File: src/hw/pbrc_map.vh
// Constants of the synthesizer control block: register map, field positions, codes.
// Assumes inclusion by bare name from the design files; definitions only.
//
// What this block does
// - Phase detector sense follows polarity bit D6 of word 2.
// - Word 2 bit D4 set puts charge pump into three-state.
// - VCO band chosen automatically at power-up and on every word 0 write with word 1 D28 clear and word 2 D5 clear.
// - Output divider fed by internal VCO or external input; output at divided rate.
// - Mute-till-lock in word 4 keeps output stage current off until lock.
// - Mute input pin asserted mutes output, like mute-till-lock.
// - Word 1 D28 set: no band selection, no resync after word 0 update.
// - D28 clear: band selection on word 0 update; resync when word 7 field is 10.
// - Twelve-bit output phase offset from word 1 bits D26 to D15.
// - Word 4 D23 routes VCO or output-divider signal into feedback.
// - Timer pulses every divider times modulus reference periods; serves fast lock too.
// - Timer uses the smaller of modulus and 4095.
// - Phase realigned on second timer pulse after programming completes.
// - Fast lock raises pump current to maximum and closes damping switch.
// - Test output selected by word 2 bits D28 to D26 with eight codes.
// - Power-down loads counters, three-states pump, resets lock detect, disables output.
`ifndef PBRC_MAP_VH
`define PBRC_MAP_VH

// ==========================================================================
// Register byte addresses
`define PBRC_ADDR_W0 8'h00
`define PBRC_ADDR_W1 8'h04
`define PBRC_ADDR_W2 8'h08
`define PBRC_ADDR_W3 8'h0C
`define PBRC_ADDR_W4 8'h10
`define PBRC_ADDR_W5 8'h14
`define PBRC_ADDR_W6 8'h18
`define PBRC_ADDR_W7 8'h1C
`define PBRC_ADDR_STATUS 8'h20

// ==========================================================================
// Reset values
`define PBRC_RST_W0 32'h0032_0000
`define PBRC_RST_W1 32'h0000_0008
`define PBRC_RST_W2 32'h0000_0040
`define PBRC_RST_W4 32'h0010_0400
`define PBRC_RST_WORD 32'h0000_0000

// ==========================================================================
// Field positions
`define PBRC_POL_BIT 6
`define PBRC_CPZ_BIT 4
`define PBRC_PD_BIT 5
`define PBRC_SKIP_BIT 28
`define PBRC_PHASE_HI 26
`define PBRC_PHASE_LO 15
`define PBRC_MODH_HI 14
`define PBRC_MODH_LO 3
`define PBRC_MODL_HI 22
`define PBRC_MODL_LO 3
`define PBRC_PCS_HI 12
`define PBRC_PCS_LO 9
`define PBRC_TSEL_HI 28
`define PBRC_TSEL_LO 26
`define PBRC_FBK_BIT 23
`define PBRC_CDIV_HI 31
`define PBRC_CDIV_LO 20
`define PBRC_MLCK_BIT 10
`define PBRC_EXTV_BIT 9
`define PBRC_RFEN_BIT 5
`define PBRC_RSM_HI 18
`define PBRC_RSM_LO 17
`define PBRC_ODIV_HI 14
`define PBRC_ODIV_LO 12

// ==========================================================================
// Codes and limits
`define PBRC_RSM_RESYNC 2'b10
`define PBRC_RSM_FASTLOCK 2'b01
`define PBRC_PCS_MAX 4'hF
`define PBRC_TIMER_MAX 12'hFFF
`define PBRC_BAND_LAST 2'h2
`define PBRC_TSEL_HIZ 3'h0
`define PBRC_TSEL_HIGH 3'h1
`define PBRC_TSEL_LOW 3'h2
`define PBRC_TSEL_REFC 3'h3
`define PBRC_TSEL_FBC 3'h4
`define PBRC_TSEL_RSVD 3'h5
`define PBRC_TSEL_LOCK 3'h6
`define PBRC_TSEL_SDO 3'h7

`endif

File: src/hw/pbrc_top.v
// Control logic of the synthesizer: configuration words over APB, band search,
// phase resync, fast lock, output muting and the multipurpose test output.
// Assumes one 100 MHz clock; the reference period is a divided enable pulse and
// analog status (lock, band comparator, counters) arrives asynchronously.
//
// Implementation choices: the APB slave port and the register offsets.
`timescale 1ns/1ns
`include "pbrc_map.vh"
module pbrc_top #(
    parameter PFD_DIV = 8,
    parameter BAND_SLOT = 16
) (
    input wire mclk,
    input wire rst,
    input wire psel,
    input wire penable,
    input wire pwrite,
    input wire [7:0] paddr,
    input wire [31:0] pwdata,
    output reg [31:0] prdata,
    output wire pready,
    output wire pslverr,
    input wire mute_pin,
    input wire lock_in,
    input wire vco_too_slow,
    input wire ref_count_in,
    input wire fb_count_in,
    input wire sdo_data,
    output reg pd_polarity,
    output reg cp_tristate,
    output reg [1:0] vco_band,
    output reg vco_external,
    output reg [2:0] output_divider,
    output reg rf_output_enable,
    output reg [11:0] phase_offset,
    output reg feedback_from_divider,
    output reg phase_realign,
    output reg [3:0] pump_current_setting,
    output reg loop_damping_switch,
    output reg counter_load,
    output reg lock_detect_reset,
    output reg test_out,
    output reg test_out_oe
);
    // ==========================================================================
    // Local state codes
    localparam ST_IDLE = 2'b00;
    localparam ST_SLOT = 2'b01;
    localparam ST_NEXT = 2'b10;

    reg [31:0] w0;
    reg [31:0] w1;
    reg [31:0] w2;
    reg [31:0] w3;
    reg [31:0] w4;
    reg [31:0] w5;
    reg [31:0] w6;
    reg [31:0] w7;
    reg [11:0] act_phase;
    reg [31:0] act_den;
    reg [3:0] act_pcs;
    reg [15:0] pfd_cnt;
    reg pfd_tick;
    reg [1:0] cal_state;
    reg [15:0] slot_cnt;
    reg cal_start;
    reg resync_arm;
    reg resync_seen;
    reg fast_lock;
    reg w0_written;
    wire mute_s;
    wire lock_s;
    wire slow_s;
    wire refc_s;
    wire fbc_s;
    wire sync_pulse;
    wire wr_en;
    wire rd_en;
    wire addr_ok;
    wire skip;
    wire power_down;
    wire [1:0] resync_mode;
    wire [31:0] status;

    // Decode of a mapped word address
    function f_mapped;
        input [7:0] a;
        begin
            f_mapped = (a[1:0] == 2'b00) && (a <= `PBRC_ADDR_STATUS);
        end
    endfunction

    // ==========================================================================
    // Synchronisers for pins and analog status
    pbrc_sync3 u_mute (
        .mclk(mclk),
        .rst(rst),
        .async_in(mute_pin),
        .sync_out(mute_s)
    );
    pbrc_sync3 u_lock (
        .mclk(mclk),
        .rst(rst),
        .async_in(lock_in),
        .sync_out(lock_s)
    );
    pbrc_sync3 u_slow (
        .mclk(mclk),
        .rst(rst),
        .async_in(vco_too_slow),
        .sync_out(slow_s)
    );
    pbrc_sync3 u_refc (
        .mclk(mclk),
        .rst(rst),
        .async_in(ref_count_in),
        .sync_out(refc_s)
    );
    pbrc_sync3 u_fbc (
        .mclk(mclk),
        .rst(rst),
        .async_in(fb_count_in),
        .sync_out(fbc_s)
    );

    // ==========================================================================
    // APB slave: zero wait states, error on unmapped or read-only writes
    assign addr_ok = f_mapped(paddr);
    assign pready = 1'b1;
    assign pslverr = psel && penable && (!addr_ok || (pwrite && paddr == `PBRC_ADDR_STATUS));
    assign wr_en = psel && penable && pwrite && addr_ok;
    assign rd_en = psel && penable && !pwrite && addr_ok;

    assign skip = w1[`PBRC_SKIP_BIT];
    assign power_down = w2[`PBRC_PD_BIT];
    assign resync_mode = w7[`PBRC_RSM_HI:`PBRC_RSM_LO];
    assign status = {24'h00_0000, lock_s, fast_lock, resync_arm, (cal_state != ST_IDLE),
                     mute_s, power_down, vco_band};

    // Configuration words; input registers keep latching in power-down
    always @(posedge mclk or posedge rst) begin
        if (rst) begin
            w0 <= `PBRC_RST_W0;
            w1 <= `PBRC_RST_W1;
            w2 <= `PBRC_RST_W2;
            w3 <= `PBRC_RST_WORD;
            w4 <= `PBRC_RST_W4;
            w5 <= `PBRC_RST_WORD;
            w6 <= `PBRC_RST_WORD;
            w7 <= `PBRC_RST_WORD;
            w0_written <= 1'b0;
        end else begin
            w0_written <= 1'b0;
            if (wr_en) begin
                case (paddr)
                    `PBRC_ADDR_W0: begin
                        w0 <= pwdata;
                        w0_written <= 1'b1;
                    end
                    `PBRC_ADDR_W1: w1 <= pwdata;
                    `PBRC_ADDR_W2: w2 <= pwdata;
                    `PBRC_ADDR_W3: w3 <= pwdata;
                    `PBRC_ADDR_W4: w4 <= pwdata;
                    `PBRC_ADDR_W5: w5 <= pwdata;
                    `PBRC_ADDR_W6: w6 <= pwdata;
                    `PBRC_ADDR_W7: w7 <= pwdata;
                    default: w0_written <= 1'b0;
                endcase
            end
        end
    end

    // Read data, taken in the access cycle
    always @* begin
        case (paddr)
            `PBRC_ADDR_W0: prdata = w0;
            `PBRC_ADDR_W1: prdata = w1;
            `PBRC_ADDR_W2: prdata = w2;
            `PBRC_ADDR_W3: prdata = w3;
            `PBRC_ADDR_W4: prdata = w4;
            `PBRC_ADDR_W5: prdata = w5;
            `PBRC_ADDR_W6: prdata = w6;
            `PBRC_ADDR_W7: prdata = w7;
            `PBRC_ADDR_STATUS: prdata = status;
            default: prdata = 32'h0000_0000;
        endcase
        if (!rd_en) begin
            prdata = 32'h0000_0000;
        end
    end

    // ==========================================================================
    // Double-buffered fields take effect on a word 0 write
    always @(posedge mclk or posedge rst) begin
        if (rst) begin
            act_phase <= 12'h000;
            act_den <= 32'h0000_0001;
            act_pcs <= 4'h0;
        end else if (w0_written) begin
            act_phase <= w1[`PBRC_PHASE_HI:`PBRC_PHASE_LO];
            act_den <= {w1[`PBRC_MODH_HI:`PBRC_MODH_LO], w5[`PBRC_MODL_HI:`PBRC_MODL_LO]};
            act_pcs <= w2[`PBRC_PCS_HI:`PBRC_PCS_LO];
        end
    end

    // ==========================================================================
    // Reference-period enable from a divider of mclk
    always @(posedge mclk or posedge rst) begin
        if (rst) begin
            pfd_cnt <= 16'h0000;
            pfd_tick <= 1'b0;
        end else if (pfd_cnt == PFD_DIV[15:0] - 16'h0001) begin
            pfd_cnt <= 16'h0000;
            pfd_tick <= 1'b1;
        end else begin
            pfd_cnt <= pfd_cnt + 16'h0001;
            pfd_tick <= 1'b0;
        end
    end

    // ==========================================================================
    // Band search request: once after reset, then per word 0 write unless skipped
    always @(posedge mclk or posedge rst) begin
        if (rst) begin
            cal_start <= 1'b1;
        end else if (w0_written && !skip) begin
            cal_start <= 1'b1;
        end else if (cal_state == ST_IDLE) begin
            cal_start <= 1'b0;
        end
    end

    // Band search: start at lowest band, step up while the comparator says too slow
    always @(posedge mclk or posedge rst) begin
        if (rst) begin
            cal_state <= ST_IDLE;
            slot_cnt <= 16'h0000;
            vco_band <= 2'h0;
        end else begin
            case (cal_state)
                ST_IDLE: begin
                    if (cal_start && !power_down) begin
                        vco_band <= 2'h0;
                        slot_cnt <= 16'h0000;
                        cal_state <= ST_SLOT;
                    end
                end
                ST_SLOT: begin
                    if (pfd_tick) begin
                        if (slot_cnt == BAND_SLOT[15:0] - 16'h0001) begin
                            cal_state <= ST_NEXT;
                        end else begin
                            slot_cnt <= slot_cnt + 16'h0001;
                        end
                    end
                end
                ST_NEXT: begin
                    slot_cnt <= 16'h0000;
                    if (slow_s && vco_band != `PBRC_BAND_LAST) begin
                        vco_band <= vco_band + 2'h1;
                        cal_state <= ST_SLOT;
                    end else begin
                        cal_state <= ST_IDLE;
                    end
                end
                default: cal_state <= ST_IDLE;
            endcase
        end
    end

    // ==========================================================================
    // Shared sync timer for resync and fast lock
    pbrc_timer u_timer (
        .mclk(mclk),
        .rst(rst),
        .pfd_tick(pfd_tick),
        .run(resync_arm || fast_lock),
        .clear(w0_written),
        .clk_div(w4[`PBRC_CDIV_HI:`PBRC_CDIV_LO]),
        .modulus(act_den),
        .sync_pulse(sync_pulse)
    );

    // Resync: second timer pulse after the word 0 write realigns the phase
    always @(posedge mclk or posedge rst) begin
        if (rst) begin
            resync_arm <= 1'b0;
            resync_seen <= 1'b0;
            phase_realign <= 1'b0;
        end else begin
            phase_realign <= 1'b0;
            if (w0_written) begin
                resync_arm <= !skip && (resync_mode == `PBRC_RSM_RESYNC);
                resync_seen <= 1'b0;
            end else if (resync_arm && sync_pulse) begin
                if (resync_seen) begin
                    resync_arm <= 1'b0;
                    phase_realign <= 1'b1;
                end else begin
                    resync_seen <= 1'b1;
                end
            end
        end
    end

    // Fast lock lasts from the word 0 write until the first timer pulse or power-down
    always @(posedge mclk or posedge rst) begin
        if (rst) begin
            fast_lock <= 1'b0;
        end else if (w0_written) begin
            fast_lock <= !skip && (resync_mode == `PBRC_RSM_FASTLOCK);
        end else if (sync_pulse || power_down) begin
            fast_lock <= 1'b0;
        end
    end

    // ==========================================================================
    // Loop, output and power-down controls
    always @(posedge mclk or posedge rst) begin
        if (rst) begin
            pd_polarity <= 1'b1;
            cp_tristate <= 1'b1;
            vco_external <= 1'b0;
            output_divider <= 3'h0;
            rf_output_enable <= 1'b0;
            phase_offset <= 12'h000;
            feedback_from_divider <= 1'b0;
            pump_current_setting <= 4'h0;
            loop_damping_switch <= 1'b0;
            counter_load <= 1'b1;
            lock_detect_reset <= 1'b1;
        end else begin
            pd_polarity <= w2[`PBRC_POL_BIT];
            cp_tristate <= w2[`PBRC_CPZ_BIT] || power_down;
            vco_external <= w4[`PBRC_EXTV_BIT];
            output_divider <= w7[`PBRC_ODIV_HI:`PBRC_ODIV_LO];
            rf_output_enable <= w4[`PBRC_RFEN_BIT] && !power_down && !mute_s
                && !(w4[`PBRC_MLCK_BIT] && !lock_s);
            phase_offset <= act_phase;
            feedback_from_divider <= w4[`PBRC_FBK_BIT];
            pump_current_setting <= fast_lock ? `PBRC_PCS_MAX : act_pcs;
            loop_damping_switch <= fast_lock;
            counter_load <= power_down;
            lock_detect_reset <= power_down;
        end
    end

    // ==========================================================================
    // Multipurpose test output
    always @(posedge mclk or posedge rst) begin
        if (rst) begin
            test_out <= 1'b0;
            test_out_oe <= 1'b0;
        end else begin
            test_out_oe <= 1'b1;
            case (w2[`PBRC_TSEL_HI:`PBRC_TSEL_LO])
                `PBRC_TSEL_HIZ: begin
                    test_out <= 1'b0;
                    test_out_oe <= 1'b0;
                end
                `PBRC_TSEL_HIGH: test_out <= 1'b1;
                `PBRC_TSEL_LOW: test_out <= 1'b0;
                `PBRC_TSEL_REFC: test_out <= refc_s;
                `PBRC_TSEL_FBC: test_out <= fbc_s;
                `PBRC_TSEL_RSVD: test_out <= 1'b0;
                `PBRC_TSEL_LOCK: test_out <= lock_s && !power_down;
                `PBRC_TSEL_SDO: test_out <= sdo_data;
                default: test_out <= 1'b0;
            endcase
        end
    end
endmodule

File: src/hw/pbrc_sync3.v
// Three-stage synchroniser for a level arriving from outside the mclk domain.
// Assumes the input may change at any time; the output moves only once stages two and
// three agree.
`timescale 1ns/1ns
module pbrc_sync3 (
    input wire mclk,
    input wire rst,
    input wire async_in,
    output reg sync_out
);
    reg s1;
    reg s2;
    reg s3;

    // ==========================================================================
    // Shift chain; first stage feeds only the second
    always @(posedge mclk or posedge rst) begin
        if (rst) begin
            s1 <= 1'b0;
            s2 <= 1'b0;
            s3 <= 1'b0;
            sync_out <= 1'b0;
        end else begin
            s1 <= async_in;
            s2 <= s1;
            s3 <= s2;
            if (s2 == s3) begin
                sync_out <= s3; // Accept once stable
            end
        end
    end
endmodule

File: src/hw/pbrc_timer.v
// Twelve-bit sync timer paced by the reference-period enable.
// Assumes pfd_tick is a one-cycle enable and clear restarts the period.
`timescale 1ns/1ns
module pbrc_timer (
    input wire mclk,
    input wire rst,
    input wire pfd_tick,
    input wire run,
    input wire clear,
    input wire [11:0] clk_div,
    input wire [31:0] modulus,
    output reg sync_pulse
);
    reg [11:0] inner;
    reg [11:0] outer;
    reg [11:0] den_eff;
    reg [11:0] div_eff;

    // Smaller of modulus and the counter ceiling, never zero
    always @* begin
        den_eff = (modulus > {20'h0_0000, `PBRC_TIMER_MAX}) ? `PBRC_TIMER_MAX : modulus[11:0];
        if (den_eff == 12'h000) begin
            den_eff = 12'h001;
        end
        div_eff = (clk_div == 12'h000) ? 12'h001 : clk_div;
    end

    // ==========================================================================
    // Nested count: divider times effective modulus reference periods
    always @(posedge mclk or posedge rst) begin
        if (rst) begin
            inner <= 12'h000;
            outer <= 12'h000;
            sync_pulse <= 1'b0;
        end else begin
            sync_pulse <= 1'b0;
            if (clear || !run) begin
                inner <= 12'h000;
                outer <= 12'h000;
            end else if (pfd_tick) begin
                if (inner == den_eff - 12'h001) begin
                    inner <= 12'h000;
                    if (outer == div_eff - 12'h001) begin
                        outer <= 12'h000;
                        sync_pulse <= 1'b1;
                    end else begin
                        outer <= outer + 12'h001;
                    end
                end else begin
                    inner <= inner + 12'h001;
                end
            end
        end
    end
endmodule

File: config.mk
export PLATFORM = sky130hd
export DESIGN_NAME = pbrc_top
export DESIGN_NICKNAME = d
export VERILOG_FILES = /design/src/hw/pbrc_top.v /design/src/hw/pbrc_sync3.v /design/src/hw/pbrc_timer.v
export VERILOG_INCLUDE_DIRS = /design/src /design/src/hw
export SDC_FILE = /design/constraint.sdc
export NUM_CORES = 1
export LEC_CHECK = 0
export ABC_AREA = 1
export BUFFER_PORTS_ARGS = -buffer_cell sky130_fd_sc_hd__buf_2
export CAP_MARGIN = 20
export CORE_AREA = 8 8 303 217
export DETAILED_ROUTE_END_ITERATION = 7
export DIE_AREA = 0 0 311 225
export GPL_ROUTABILITY_DRIVEN = 0
export GPL_TIMING_DRIVEN = 1
export PLACE_DENSITY = 0.48
export SLEW_MARGIN = 30
export SYNTH_ARGS = -nofsm -noshare
export SYNTH_HDL_FRONTEND = slang
export SYNTH_HIERARCHICAL = 1
export SYNTH_SLANG_ARGS = --single-unit
File: constraint.sdc
create_clock -name mclk -period 11.8 [get_ports mclk]
set_input_delay 0 -clock mclk [delete_from_list [all_inputs] [get_ports mclk]]
set_output_delay 0 -clock mclk [all_outputs]
set_load 0.005 [all_outputs]
==> summary.txt <==
Logic synthesis
  • Number of warnings reported in the yosys synthesis log: 6
  • Synth top area share: 48.49%
  • Number of library cell types mapped by synthesis: 48
  • Number of enable-type register cells in the synthesized netlist: 0
  • Total nets after synthesis: 2,787
  • Post-synthesis async set-or-reset flop share: 100.0%
  • Portion of the post-synthesis area used by sequential elements: 49.99%
  • Synthesized flop and latch total: 420
  • Post-synth top flop: sky130_fd_sc_hd__dfrtp_1
  • Average instance area after synthesis: 7.715 um^2
  • Cell type with the highest aggregate area in the netlist: sky130_fd_sc_hd__dfrtp_1
  • Area of the mapped netlist: 21,050 um^2
  • Largest cells by area after synthesis: sky130_fd_sc_hd__dfrtp_1 (48%), sky130_fd_sc_hd__nand2_1 (19%), sky130_fd_sc_hd__nand4_1 (7.3%), sky130_fd_sc_hd__nand3_1 (3.6%), sky130_fd_sc_hd__nor2_1 (3.3%)
  • Synthesized instance count: 2,729

Setup path
  • Data arrival at the endpoint of the critical path: 4.14 ns
  • Kind of critical path: reg -> reg
  • Max stage delay on crit path: 0.73 ns
  • Library cell contributing the largest single delay on the critical path: sky130_fd_sc_hd__clkinv_1
  • CP endpoint kind: flop
  • Critical path required time: 12.24 ns
  • Biggest fanout along the worst timing path: 27
  • Critical Path, Cell by Cell: inv_1, nand2_1, inv_1, nor2_1, inv_1, nor2_1, clkinv_1, nand4_1, nor2_1, nand3_1, xor2_1, a21oi_1
  • Launching element type of the critical path: flop

Drt
  • Final routed DRC violation total: 0
  • Avg Vias per Cell: 5.191
  • DRT Pass-1 Iters: 5
  • Remaining antenna violation count: 0
  • Total number of vias: 18.88k
  • DR WL/cell: 20.51 um
  • Total routed wire length on the met1 layer: 36,540 um
  • Max Used Layer: met4
  • Wire length reported by the detailed router: 74,580 um
  • Detail Route met3 WL: 5699 um
  • Drt initial violations: 1,990
  • Met2 wirelength from detailed routing: 31,260 um

Placement
  • Count of input and output buffers: 115
  • HPWL Detailed: 46,910 um
  • Post-Place Setup Slack: 7.722 ns

Cells and area
  • Area of the multi-input gates: 9015 um^2
  • Filler Cell Count: 6,335
  • Post-synthesis to final-layout area growth: 14.16%
  • Layout cell share with drive strength beyond 1: 10.13%
  • Footprint of the flip-flops and latches: 10,530 um^2
  • Number of nets in the finished design: 2,836

Timing
  • Slew HR: 34.49%
  • Worst-margin pin slew: 0.9826 ns
  • Final critical delay including setup and external delays: 3.699 ns
  • Peak clock frequency supported by timing: 270.3 MHz
  • Clk_skew: 0.01718 ns
  • Final critical-path setup slack: 8.101 ns
  • Final period util: 31.35%
  • Unrepaired setup endpoints after global routing: no
  • Hold violation count in the final report: 0
  • Final Max Slew Viols: 0
  • Final setup TNS: 0 ns
  • Count of endpoints failing setup in the final report: 0

GRT
  • Overflow after GRT: 0
  • Pin count of the biggest net entering global routing: 168
  • First-pass GRT wire length: 115,100 um
  • Overall routing resource usage: 20.92%
  • Number of antenna violations at the first check in global routing: 5
  • Via count of the first global-routing pass: 18.12k

Clocking
  • CTS tree: yes
  • Clk buf depth: 3
  • CTS Root Cell: sky130_fd_sc_hd__clkbuf_16
  • Latest clock arrival within the worst-skew pair: 0.59 ns
  • Htree depth: 2
  • Number of buffers created by CTS: 46
  • Number of clock sinks: 420
  • Number of instances resized during post-cts repair: 0
  • CTS clk-pin slew, worst paths: 0.06 ns

Floorplanning
  • Top-level port count: 117
  • Standard-cell row count: 76
  • Die Span Y: 225 um
  • Initial standard-cell utilization of the core: 34.59%
  • Horizontal die dimension: 311 um
  • Core footprint: 60,860 um^2
  • Die Outline Area: 69,980 um^2

Status
  • Run status: completed

Pwr
  • Pwr dens: 129.9 nW/um^2
  • Static Leak: 12.68 nW
  • Peak supply drop: 0.00008103 V

Worst hold path
  • HP Class: in -> reg

Flow run
  • Max cap viols: 0
[final cells by class]
cell class	instances	area share [%]
Inverter	173	2.744
Antenna cell	3	0.03124
Clock inverter	11	0.6976
Timing Repair Buffer	189	5.331
Tap cell	819	4.264
Multi-Input combinational cell	1948	37.51
Sequential cell	420	43.79
Clock buffer	73	5.633
[metal layers]
metal | global-route usage (%) | up-vias
li1 | - | 8890
met1 | 32.06 | 9300
met2 | 30.59 | 618
met3 | 3.839 | 68
met4 | 3.971 | 0
met5 | 0 | -
[cells in the mapped netlist (2+ instances only)]
cell and number:
sky130_fd_sc_hd__a21oi_1 50, sky130_fd_sc_hd__buf_2 53, sky130_fd_sc_hd__buf_4 6, sky130_fd_sc_hd__buf_6 14, sky130_fd_sc_hd__clkbuf_1 82, sky130_fd_sc_hd__clkbuf_2 32
sky130_fd_sc_hd__dfrtp_1 408, sky130_fd_sc_hd__dfstp_2 12, sky130_fd_sc_hd__ha_1 7, sky130_fd_sc_hd__inv_1 167, sky130_fd_sc_hd__inv_2 5, sky130_fd_sc_hd__nand2_1 1091
sky130_fd_sc_hd__nand2_2 5, sky130_fd_sc_hd__nand2_4 2, sky130_fd_sc_hd__nand3_1 151, sky130_fd_sc_hd__nand3_2 3, sky130_fd_sc_hd__nand3b_1 4, sky130_fd_sc_hd__nand4_1 244
sky130_fd_sc_hd__nand4_2 2, sky130_fd_sc_hd__nor2_1 185, sky130_fd_sc_hd__nor2_2 12, sky130_fd_sc_hd__nor2_4 3, sky130_fd_sc_hd__nor2_8 3, sky130_fd_sc_hd__nor3_1 18
sky130_fd_sc_hd__nor3b_1 2, sky130_fd_sc_hd__nor4_1 2, sky130_fd_sc_hd__o21ai_0 86, sky130_fd_sc_hd__o21bai_1 3, sky130_fd_sc_hd__o22ai_1 2, sky130_fd_sc_hd__or2_2 5
sky130_fd_sc_hd__xnor2_1 11, sky130_fd_sc_hd__xor2_1 43
[where the power goes]
part | internal, mW | switching [mW]
Sequential | 1.45 | 0.0150
Clock | 0.874 | 0.622
Combinational | 0.0386 | 0.118
[critical path: cells and delay by family, from the launching register on]
| kind | cells | cell delay (ns) |
|---|---|---|
| and+or+nand+nor | 6 | 1.69 |
| buffers and inverters | 4 | 1.27 |
| DFF | 1 | 0.38 |
| xor gates and xnor gates | 1 | 0.15 |
| AOI/OAI and AO/OA | 1 | 0.05 |
[registers in the layout (all words and copies together), names as in the netlist, 12 cells and up]
signal / cells
w6: 32
act_den: 32
u_timer/inner: 12
pfd_cnt: 16
u_timer/outer: 12
w5: 32
phase_offset: 12
w7: 32
w0: 32
w2: 32
w4: 32
w3: 32
w1: 32
act_phase: 12
slot_cnt: 16
[path summary, 6_finish.rpt]
| path | from | endpoint | slack (ns) | cells after the start |
|---|---|---|---|---|
| worst max-delay path | fast_lock | u_timer/inner[11] | 8.10 | 12 |
| worst min-delay path | fb_count_in | u_fbc/s1 | 0.06 | 2 |
| worst max register to register | fast_lock | u_timer/inner[11] | 8.10 | 12 |
| worst min register to register | u_mute/s1 | u_mute/s2 | 0.35 | 0 |
| max in group asynchronous | rst | pfd_cnt[7] | 10.08 | 5 |
| min in group asynchronous | rst | u_fbc/s1 | 0.09 | 3 |
[kinds of logic after synthesis]
logic type                 synth area share, %
and+or+nand+nor                          36.08
DFF                                      49.99
buffers and inverters                    7.547
AOI/OAI and AO/OA                        3.702
xor gates and xnor gates                 2.246
adders and majority gates               0.4160
other                                  0.01781
[per-stage QoR]
stage | cells | util [%] | total power, mW | cell area [um^2] | hold slack, ns
after floorplan | 2729 | - | 1.584 | 21050 | -0.2339
after global placement | 3509 | 36.28 | 1.636 | 22080 | 0.1100
after detailed placement | 3509 | 36.28 | 1.639 | 22080 | 0.1111
after CTS | 3632 | 39.42 | 3.153 | 23990 | 0.03539
after global routing | 3634 | 39.48 | 3.233 | 24030 | 0.04869
final | 3636 | 39.49 | 3.121 | 24030 | 0.06009
[what timing repair did]
item	4_1_cts	5_1_grt
setup endpoints to repair	0	0
hold buffers	39	0
buffers inserted	0	0
hold endpoints to repair	378	0
[placed cells by master, fill, tap and decap left out, drive strengths merged, types with 2 or more instances in the layout]
master       instances
buf                150
dfrtp              408
nand4              247
nand3              155
o21bai               3
xor2                43
xnor2               11
o21ai               86
nor3b                2
clkinvlp             2
or2                  6
clkinv               4
nor4                 2
ha                   7
diode                3
nand2             1098
o22ai                2
bufinv               4
dfstp               12
clkbuf              73
inv                174
dlygate4sd3         39
a21oi               51
nand3b               4
nor3                19
nor2               203
Note: power is estimated with default switching activity, not from simulation.
